[config.mk]
export PLATFORM = sky130hd
export DESIGN_NAME = itr_responder
export DESIGN_NICKNAME = d
export VERILOG_FILES = /design/src/shared/itr_pkg.sv /design/src/logic/itr_resp_mem.sv /design/src/logic/itr_responder.sv
export SDC_FILE = /design/constraint.sdc
export NUM_CORES = 1
export LEC_CHECK = 0
export BUFFER_PORTS_ARGS = -buffer_cell sky130_fd_sc_hd__buf_2
export CORE_AREA = 2 2 250 252
export DETAILED_ROUTE_END_ITERATION = 8
export DIE_AREA = 0 0 252 254
export PLACE_DENSITY_LB_ADDON = 0.3
export SLEW_MARGIN = 10
export SYNTH_ARGS = -nofsm -noshare
export SYNTH_HDL_FRONTEND = slang
export SYNTH_HIERARCHICAL = 1
export SYNTH_SLANG_ARGS = --single-unit
[constraint.sdc]
create_clock -name mclk_i -period 3.6 [get_ports mclk_i]
set_clock_uncertainty 0.2 [all_clocks]
set_input_delay 0.72 -clock mclk_i [delete_from_list [all_inputs] [get_ports mclk_i]]
set_output_delay 0.72 -clock mclk_i [all_outputs]
set_load 0.1 [all_outputs]
[src/shared/itr_pkg.sv]
package itr_pkg;

  // Command set of the request write
  localparam logic [7:0] CMD_READ_ALL = 8'h21;
  localparam logic [7:0] CHK_READ_ALL = 8'hdf;

  // Fixed top bit of the target address and the management mode codes
  localparam logic       ADDR_TOP_BIT = 1'b1;
  localparam logic [1:0] MODE_I2C     = 2'h0;
  localparam logic [1:0] MODE_TIER1   = 2'h1;
  localparam logic [1:0] MODE_TIER2   = 2'h2;

  // Response layout
  localparam int         RESP_LEN     = 64;
  localparam logic [5:0] IDX_ECHO     = 6'h00;
  localparam logic [5:0] IDX_PAD      = 6'h01;
  localparam logic [5:0] IDX_TEMP     = 6'h02;
  localparam logic [5:0] IDX_RSVD     = 6'h03;
  localparam logic [5:0] IDX_FILL     = 6'h3e;
  localparam logic [5:0] IDX_CSUM     = 6'h3f;
  localparam logic [7:0] BYTE_ZERO    = 8'h00;
  localparam logic [7:0] BYTE_FILL    = 8'haa;

  // Temperature range in degrees Celsius
  localparam logic signed [7:0] TEMP_MIN = -8'sd55;
  localparam logic signed [7:0] TEMP_MAX = 8'sd125;

  // Bit count at the end of a byte, reset values
  localparam logic [3:0] BITS_BYTE    = 4'h8;
  localparam logic [2:0] SYNC_RST     = 3'h7;
  localparam logic [5:0] SLOT_RST     = 6'h3f;

  typedef enum logic [2:0] {
    ITR_IDLE,
    ITR_ADDR,
    ITR_ACK,
    ITR_RX,
    ITR_TX,
    ITR_MACK
  } itr_state_t;

endpackage : itr_pkg

[src/logic/itr_resp_mem.sv]
`timescale 1ns/1ps
`default_nettype none

module itr_resp_mem #(
  parameter int DW = 8,
  parameter int AW = 6
) (
  input  wire logic          mclk_i,
  input  wire logic          rst_n_i,
  input  wire logic          wr_en_i,
  input  wire logic [AW-1:0] wr_addr_i,
  input  wire logic [DW-1:0] wr_data_i,
  input  wire logic [AW-1:0] rd_addr_i,
  output logic      [DW-1:0] rd_data_o
);

  logic [DW-1:0] mem_r [2**AW];
  logic [DW-1:0] rd_data_nxt;

  // Array write, no reset on storage
  always_ff @(posedge mclk_i)
  begin
    if (wr_en_i)
    begin
      mem_r[wr_addr_i] <= wr_data_i;
    end
  end

  // Registered read port
  always_comb
  begin
    rd_data_nxt = mem_r[rd_addr_i];
  end

  always_ff @(posedge mclk_i or negedge rst_n_i)
  begin
    if (!rst_n_i)
    begin
      rd_data_o <= '0;
    end
    else
    begin
      rd_data_o <= rd_data_nxt;
    end
  end

endmodule : itr_resp_mem

`default_nettype wire

[src/logic/itr_responder.sv]
`timescale 1ns/1ps
`default_nettype none

module itr_responder (
  input  wire logic              mclk_i,
  input  wire logic              rst_n_i,
  input  wire logic              scl_i,
  input  wire logic              sda_i,
  output logic                   sda_o,
  output logic                   sda_oe_o,
  input  wire logic [4:0]        slot_address_pins_n_i,
  input  wire logic              slot_parity_pin_n_i,
  input  wire logic [1:0]        mgmt_mode_i,
  input  wire logic signed [7:0] temp_c_i,
  input  wire logic              tel_we_i,
  input  wire logic [5:0]        tel_addr_i,
  input  wire logic [7:0]        tel_data_i,
  output logic                   resp_armed_o
);

  logic [2:0]         scl_s_r, sda_s_r;
  logic [5:0]         slot_s0_r, slot_s1_r, slot_s2_r, slot_r, slot_nxt;
  logic [1:0]         mode_s0_r, mode_s1_r, mode_s2_r, mode_r, mode_nxt;
  logic               scl_q_r, scl_q_nxt, scl_p_r, sda_q_r, sda_q_nxt, sda_p_r;
  logic               scl_rise, scl_fall, start_det, stop_det, load;
  itr_pkg::itr_state_t st_r, st_nxt;
  logic [7:0]         sh_r, sh_nxt, sum_r, sum_nxt, temp_r, temp_nxt, byte_sel, mem_q;
  logic [3:0]         cnt_r, cnt_nxt;
  logic [5:0]         idx_r, idx_nxt;
  logic [1:0]         wbyte_r, wbyte_nxt;
  logic               rw_r, rw_nxt, cmd_ok_r, cmd_ok_nxt, armed_r, armed_nxt;
  logic               mack_r, mack_nxt, oe_r, oe_nxt;
  logic [6:0]         my_addr;

  // Sign-magnitude temperature, clamped to the readable range
  function automatic logic [7:0] temp_code(input logic signed [7:0] t);
    logic signed [7:0] c;
    c = t;
    if (t < itr_pkg::TEMP_MIN)
      c = itr_pkg::TEMP_MIN;
    else if (t > itr_pkg::TEMP_MAX)
      c = itr_pkg::TEMP_MAX;
    temp_code = c[7] ? {1'b1, 7'(-c)} : {1'b0, c[6:0]};
  endfunction : temp_code

  // Three-stage synchronisers for pins from outside the clock domain
  always_ff @(posedge mclk_i or negedge rst_n_i)
  begin
    if (!rst_n_i)
    begin
      scl_s_r   <= itr_pkg::SYNC_RST;
      sda_s_r   <= itr_pkg::SYNC_RST;
      slot_s0_r <= itr_pkg::SLOT_RST;
      slot_s1_r <= itr_pkg::SLOT_RST;
      slot_s2_r <= itr_pkg::SLOT_RST;
      mode_s0_r <= itr_pkg::MODE_I2C;
      mode_s1_r <= itr_pkg::MODE_I2C;
      mode_s2_r <= itr_pkg::MODE_I2C;
    end
    else
    begin
      scl_s_r   <= {scl_s_r[1:0], scl_i};
      sda_s_r   <= {sda_s_r[1:0], sda_i};
      slot_s0_r <= {slot_parity_pin_n_i, slot_address_pins_n_i};
      slot_s1_r <= slot_s0_r;
      slot_s2_r <= slot_s1_r;
      mode_s0_r <= mgmt_mode_i;
      mode_s1_r <= mode_s0_r;
      mode_s2_r <= mode_s1_r;
    end
  end

  // Accept a level once stages two and three agree
  always_comb
  begin
    scl_q_nxt = (scl_s_r[1] == scl_s_r[2]) ? scl_s_r[2] : scl_q_r;
    sda_q_nxt = (sda_s_r[1] == sda_s_r[2]) ? sda_s_r[2] : sda_q_r;
    slot_nxt  = (slot_s1_r == slot_s2_r) ? slot_s2_r : slot_r;
    mode_nxt  = (mode_s1_r == mode_s2_r) ? mode_s2_r : mode_r;
  end

  always_ff @(posedge mclk_i or negedge rst_n_i)
  begin
    if (!rst_n_i)
    begin
      scl_q_r <= 1'b1;
      scl_p_r <= 1'b1;
      sda_q_r <= 1'b1;
      sda_p_r <= 1'b1;
      slot_r  <= itr_pkg::SLOT_RST;
      mode_r  <= itr_pkg::MODE_I2C;
    end
    else
    begin
      scl_q_r <= scl_q_nxt;
      scl_p_r <= scl_q_r;
      sda_q_r <= sda_q_nxt;
      sda_p_r <= sda_q_r;
      slot_r  <= slot_nxt;
      mode_r  <= mode_nxt;
    end
  end

  // Bus events and own address
  assign scl_rise  = scl_q_r & ~scl_p_r;
  assign scl_fall  = ~scl_q_r & scl_p_r;
  assign start_det = scl_q_r & scl_p_r & sda_p_r & ~sda_q_r;
  assign stop_det  = scl_q_r & scl_p_r & ~sda_p_r & sda_q_r;
  assign my_addr   = {itr_pkg::ADDR_TOP_BIT, ~slot_r};

  // Response bytes beyond the fixed fields
  itr_resp_mem #(
    .DW (8),
    .AW (6)
  ) itr_resp_mem_inst (
    .mclk_i    (mclk_i),
    .rst_n_i   (rst_n_i),
    .wr_en_i   (tel_we_i),
    .wr_addr_i (tel_addr_i),
    .wr_data_i (tel_data_i),
    .rd_addr_i (idx_r),
    .rd_data_o (mem_q)
  );

  // Byte to send at the current index
  always_comb
  begin
    if (idx_r == itr_pkg::IDX_ECHO)
      byte_sel = itr_pkg::CMD_READ_ALL;
    else if (idx_r == itr_pkg::IDX_PAD || idx_r == itr_pkg::IDX_RSVD)
      byte_sel = itr_pkg::BYTE_ZERO;
    else if (idx_r == itr_pkg::IDX_TEMP)
      byte_sel = temp_r;
    else if (idx_r == itr_pkg::IDX_FILL)
      byte_sel = itr_pkg::BYTE_FILL;
    else if (idx_r == itr_pkg::IDX_CSUM)
      byte_sel = 8'(-sum_r);
    else
      byte_sel = mem_q;
  end

  assign load = scl_fall & ~start_det & ~stop_det &
                ((st_r == itr_pkg::ITR_ACK & rw_r) | (st_r == itr_pkg::ITR_MACK & mack_r));

  // Target protocol engine
  always_comb
  begin
    st_nxt     = st_r;
    sh_nxt     = sh_r;
    cnt_nxt    = cnt_r;
    rw_nxt     = rw_r;
    wbyte_nxt  = wbyte_r;
    cmd_ok_nxt = cmd_ok_r;
    armed_nxt  = armed_r;
    idx_nxt    = idx_r;
    sum_nxt    = sum_r;
    oe_nxt     = oe_r;
    mack_nxt   = mack_r;
    temp_nxt   = temp_r;
    if (stop_det)
    begin
      st_nxt = itr_pkg::ITR_IDLE;
      oe_nxt = 1'b0;
    end
    else if (start_det)
    begin
      st_nxt  = itr_pkg::ITR_ADDR;
      cnt_nxt = '0;
      oe_nxt  = 1'b0;
    end
    else if (load)
    begin
      sh_nxt  = byte_sel;
      oe_nxt  = ~byte_sel[7];
      sum_nxt = 8'(sum_r + byte_sel);
      cnt_nxt = 4'h1;
      st_nxt  = itr_pkg::ITR_TX;
    end
    else
    begin
      case (st_r)
        itr_pkg::ITR_ADDR, itr_pkg::ITR_RX:
        begin
          if (scl_rise)
          begin
            sh_nxt  = {sh_r[6:0], sda_q_r};
            cnt_nxt = 4'(cnt_r + 4'h1);
          end
          else if (scl_fall && cnt_r == itr_pkg::BITS_BYTE)
          begin
            st_nxt = itr_pkg::ITR_IDLE;
            if (st_r == itr_pkg::ITR_ADDR)
            begin
              // Only in I2C mode, only our address, reads only when armed
              if (sh_r[7:1] == my_addr && mode_r == itr_pkg::MODE_I2C && (!sh_r[0] || armed_r))
              begin
                st_nxt    = itr_pkg::ITR_ACK;
                oe_nxt    = 1'b1;
                rw_nxt    = sh_r[0];
                wbyte_nxt = '0;
                idx_nxt   = itr_pkg::IDX_ECHO;
                sum_nxt   = '0;
                if (!sh_r[0])
                begin
                  armed_nxt  = 1'b0;
                  cmd_ok_nxt = 1'b0;
                end
              end
            end
            else if (wbyte_r == 2'h0)
            begin
              // Any other command is left unacknowledged
              if (sh_r == itr_pkg::CMD_READ_ALL)
              begin
                st_nxt     = itr_pkg::ITR_ACK;
                oe_nxt     = 1'b1;
                cmd_ok_nxt = 1'b1;
                wbyte_nxt  = 2'h1;
              end
            end
            else if (wbyte_r == 2'h1)
            begin
              st_nxt    = itr_pkg::ITR_ACK;
              oe_nxt    = 1'b1;
              wbyte_nxt = 2'h2;
              if (cmd_ok_r && sh_r == itr_pkg::CHK_READ_ALL)
              begin
                armed_nxt = 1'b1;
                temp_nxt  = temp_code(temp_c_i);
              end
            end
          end
        end
        itr_pkg::ITR_ACK:
        begin
          if (scl_fall)
          begin
            oe_nxt  = 1'b0;
            cnt_nxt = '0;
            st_nxt  = itr_pkg::ITR_RX;
          end
        end
        itr_pkg::ITR_TX:
        begin
          if (scl_fall && cnt_r == itr_pkg::BITS_BYTE)
          begin
            oe_nxt = 1'b0;
            st_nxt = itr_pkg::ITR_MACK;
          end
          else if (scl_fall)
          begin
            sh_nxt  = {sh_r[6:0], 1'b0};
            oe_nxt  = ~sh_r[6];
            cnt_nxt = 4'(cnt_r + 4'h1);
          end
        end
        itr_pkg::ITR_MACK:
        begin
          if (scl_rise)
          begin
            mack_nxt = ~sda_q_r && idx_r != itr_pkg::IDX_CSUM;
            if (~sda_q_r && idx_r != itr_pkg::IDX_CSUM)
              idx_nxt = 6'(idx_r + 6'h1);
          end
          else if (scl_fall)
          begin
            st_nxt    = itr_pkg::ITR_IDLE;
            armed_nxt = 1'b0;
          end
        end
        default:
        begin
          st_nxt = st_r;
        end
      endcase
    end
  end

  always_ff @(posedge mclk_i or negedge rst_n_i)
  begin
    if (!rst_n_i)
    begin
      st_r     <= itr_pkg::ITR_IDLE;
      sh_r     <= '0;
      cnt_r    <= '0;
      rw_r     <= 1'b0;
      wbyte_r  <= '0;
      cmd_ok_r <= 1'b0;
      armed_r  <= 1'b0;
      idx_r    <= '0;
      sum_r    <= '0;
      oe_r     <= 1'b0;
      mack_r   <= 1'b0;
      temp_r   <= '0;
    end
    else
    begin
      st_r     <= st_nxt;
      sh_r     <= sh_nxt;
      cnt_r    <= cnt_nxt;
      rw_r     <= rw_nxt;
      wbyte_r  <= wbyte_nxt;
      cmd_ok_r <= cmd_ok_nxt;
      armed_r  <= armed_nxt;
      idx_r    <= idx_nxt;
      sum_r    <= sum_nxt;
      oe_r     <= oe_nxt;
      mack_r   <= mack_nxt;
      temp_r   <= temp_nxt;
    end
  end

  // Open-drain data: level always low, enable pulls
  always_ff @(posedge mclk_i or negedge rst_n_i)
  begin
    if (!rst_n_i)
      sda_o <= 1'b0;
    else
      sda_o <= 1'b0;
  end

  assign sda_oe_o     = oe_r;
  assign resp_armed_o = armed_r;
endmodule : itr_responder

`default_nettype wire

==> impl_metrics.json <==
{
  "run_status": "finished clean",
  "yosys_register_bits": 606,
  "global_route.peak_usage_layer": "met2",
  "synthesis.nets": 1438,
  "worstPathArrival_ps": 3820,
  "cts.htree.levels": 2,
  "setup.worst_path.start_class": "register",
  "placement.setup.worst_slack_ps": -14.6,
  "global_routing_met2_resource_utilization_pct": 29.1,
  "die_area_sq_um": 64000,
  "post-route-drc-count": 0,
  "numClockSinks": 606,
  "cts_made_buffers": 60,
  "asyncSetResetFlopFracSynth_pct": 15.5,
  "final_util_pct": 46.5,
  "globalRouteMet3Util_pct": 3.32,
  "endpoint_kind": "register",
  "die_width_um": 252,
  "cellPowerDensity_nw_per_um2": 532,
  "drt-initial-drc-count": 1223,
  "worst_slack_ps": 123,
  "floorplan.initialDensity_pct": 40.6,
  "cts_tree": "yes",
  "ctsLongestPathBuffers": 3,
  "fin_crit_ps": 3480,
  "core_region_area_sq_um": 61300,
  "yosys.cell_types.count": 83,
  "grt_setup_unrepaired": "false",
  "maximum_number_of_pins_on_one_net_before_global_route_repair": 105,
  "criticalPathCategory": "register to register",
  "finalSetupViolCount": 0,
  "floorplan.rows": 91,
  "drv_slew": 0,
  "detail-route-antenna-nets": 0,
  "tightestPinTransition_ps": 1230,
  "drive_above_1_share_pct": 27.5,
  "max_cap_viol_count": 0,
  "clock_tree.root_cell": "clkbuf_16",
  "fin_crit_sh_pct": 96.6,
  "finalSetupTns_ps": 0,
  "drt_wl_total_mm": 56.3,
  "critical_path.max_fanout": 6,
  "synth_common_cells": "edfxtp_1 (512), mux4_2 (134), nor2_1 (97), dfrtp_1 (60), nand2_1 (57)",
  "clk-insertion-delay-late_ps": 650,
  "number_of_instances_in_the_synthesized_netlist": 1387,
  "number_of_global_route_vias_before_repair": 13600,
  "hold_path_depth": 0,
  "first_pass_grt_wire_length_mm": 85.0,
  "layout.cell_area.non_filler_sq_um": 28500,
  "required_time_reported_for_the_critical_path_endpoint_ps": 3940,
  "dpl-instance-area_sq_um": 26300,
  "synth-edff-count": 512,
  "syn_area_sq_um": 24800,
  "yosys-top-cells-area": "edfxtp_1 (62%), mux4_2 (12%), dfrtp_1 (6.0%)",
  "layout.nets": 1563,
  "min-delay-path-class": "register to register",
  "cellLeakagePower_nw": 9.22,
  "numPlacedInstances": 2227,
  "finalWeightedCongestion": 0.863,
  "clk_pin_slew_ps": 60,
  "grt_antenna_before_repair": 7,
  "post-synth-top-area-cell": "edfxtp_1",
  "dp.final_hpwl_mm": 34.3,
  "globalRouteOverflowTotal": 0,
  "synthDominantCellAreaShare_pct": 61.9,
  "synthMostInstantiatedCell": "edfxtp_1",
  "area_delta_synth_final_pct": 14.8,
  "grt.met1_usage_pct": 24.1,
  "die_extent_in_y_um": 254,
  "normalized_max_slew_margin_pct": 18.1,
  "worst_ir_drop_vdd_mv": 0.411,
  "max_freq_mhz": 288,
  "synth_warnings": 6,
  "post_layout_nonfiller_instances": 2355,
  "post_synth.cell_area_avg_sq_um": 17.9,
  "via_count": 13300,
  "synth_flop_cell": "edfxtp_1",
  "finalHoldViolCount": 0,
  "worst-r2r-cell-count": 12,
  "port_buffers": 36,
  "synth-seq-area-share_pct": 71.5,
  "viasPerCell": 5.66,
  "average_wire_per_cell_in_the_routed_design_um": 23.9,
  "io_pins": 38,
  "dr.pass1.iters": 5,
  "grtUsageTotal_pct": 17.7
}
-- final cells by class --
type / instances / area (sq um)
antenna: 1 / 2.50
clock buffer: 78 / 1630
clock inverter: 36 / 392
fill: 5150 / 32700
inverter: 19 / 71.3
multi-input combinational: 695 / 6670
sequential: 606 / 17800
tap: 790 / 988
timing repair buffer: 130 / 972
-- state kept, by name (all words and copies together), names as in the netlist, 8 cells and up --
signal and count:
itr_resp_mem_inst/rd_data_o 8, sh_r 8, temp_r 8, sum_r 8, itr_resp_mem_inst/mem_r 512
-- placed cells by master, fill, tap and decap left out, types with 29 or more instances in the layout --
cell,n
a21oi_1,29
buf_2,34
buf_4,81
clkbuf_16,62
dfrtp_1,56
dfstp_2,34
edfxtp_1,512
mux4_2,134
nand2_1,57
nor2_1,96
o21ai_0,39
-- routing by layer --
layer	share of wire, %	routed length (um)
met1	42	23800
met2	49	27500
met3	6.2	3500
met4	2.6	1460
met5	0.14	80
-- per-stage QoR --
| step | total power, mW | hold slack (ps) |
|---|---|---|
| finish | 15.2 | 155 |
| global route | 15.7 | 158 |
| CTS | 15.3 | 156 |
| detailed placement | 8.99 | 137 |
| global placement | 8.96 | 134 |
| floorplan | 8.65 | 131 |
-- logic make-up after synthesis --
logic type,count (synthesis),synth area share (%)
adder cells (fa/ha/maj),18,0.917
multiplexers,179,14.0
AND/OR/NAND/NOR,291,5.95
other,1,0.0151
AO/OA/AOI/OAI,181,4.95
flip-flops,606,71.5
XOR/XNOR,25,0.881
buffers and inverters,86,1.70
-- repair_timing --
| item | 4_1_cts | 5_1_grt |
|---|---|---|
| setup endpoints to repair | 1 | 6 |
| pin swaps | 0 | 1 |
| gates cloned | 0 | 1 |
| resized for setup | 1 | 9 |
| buffers inserted | 0 | 1 |
| hold buffers | 11 | 0 |
| endpoints found under the hold margin | 70 | 0 |
-- critical path, stage by stage, from the launching register on --
cell	delay [ps]
dfrtp_4	500
or4_4	570
nand2_1	90
nand2_1	120
a32oi_1	260
nor2_1	80
ha_1	340
nand3_1	100
o211ai_1	110
o41a_1	360
or4_1	410
nand2_1	100
mux2i_1	170
-- final timing paths --
check | startpoint | slack, ps | to
max reg2reg | idx_r[2]$_DFFE_PN0P_ | 120 | sum_r[7]$_DFFE_PN0P_
min in group asynchronous | rst_n_i | 490 | cnt_r[1]$_DFFE_PN0P_
max | idx_r[2]$_DFFE_PN0P_ | 120 | sum_r[7]$_DFFE_PN0P_
min | slot_s0_r[0]$_DFF_PN1_ | 160 | slot_s1_r[0]$_DFF_PN1_
min reg2reg | slot_s0_r[0]$_DFF_PN1_ | 160 | slot_s1_r[0]$_DFF_PN1_
max in group asynchronous | rst_n_i | 2240 | idx_r[1]$_DFFE_PN0P_
-- where the power goes --
part	internal, mW	switching [mW]	leakage [nW]
logic	0.304	0.529	2.57
registers	7.83	0.192	5.67
clock network	3.64	2.68	0.982
total	11.8	3.40	9.22
(Power assumes the default switching activity.)
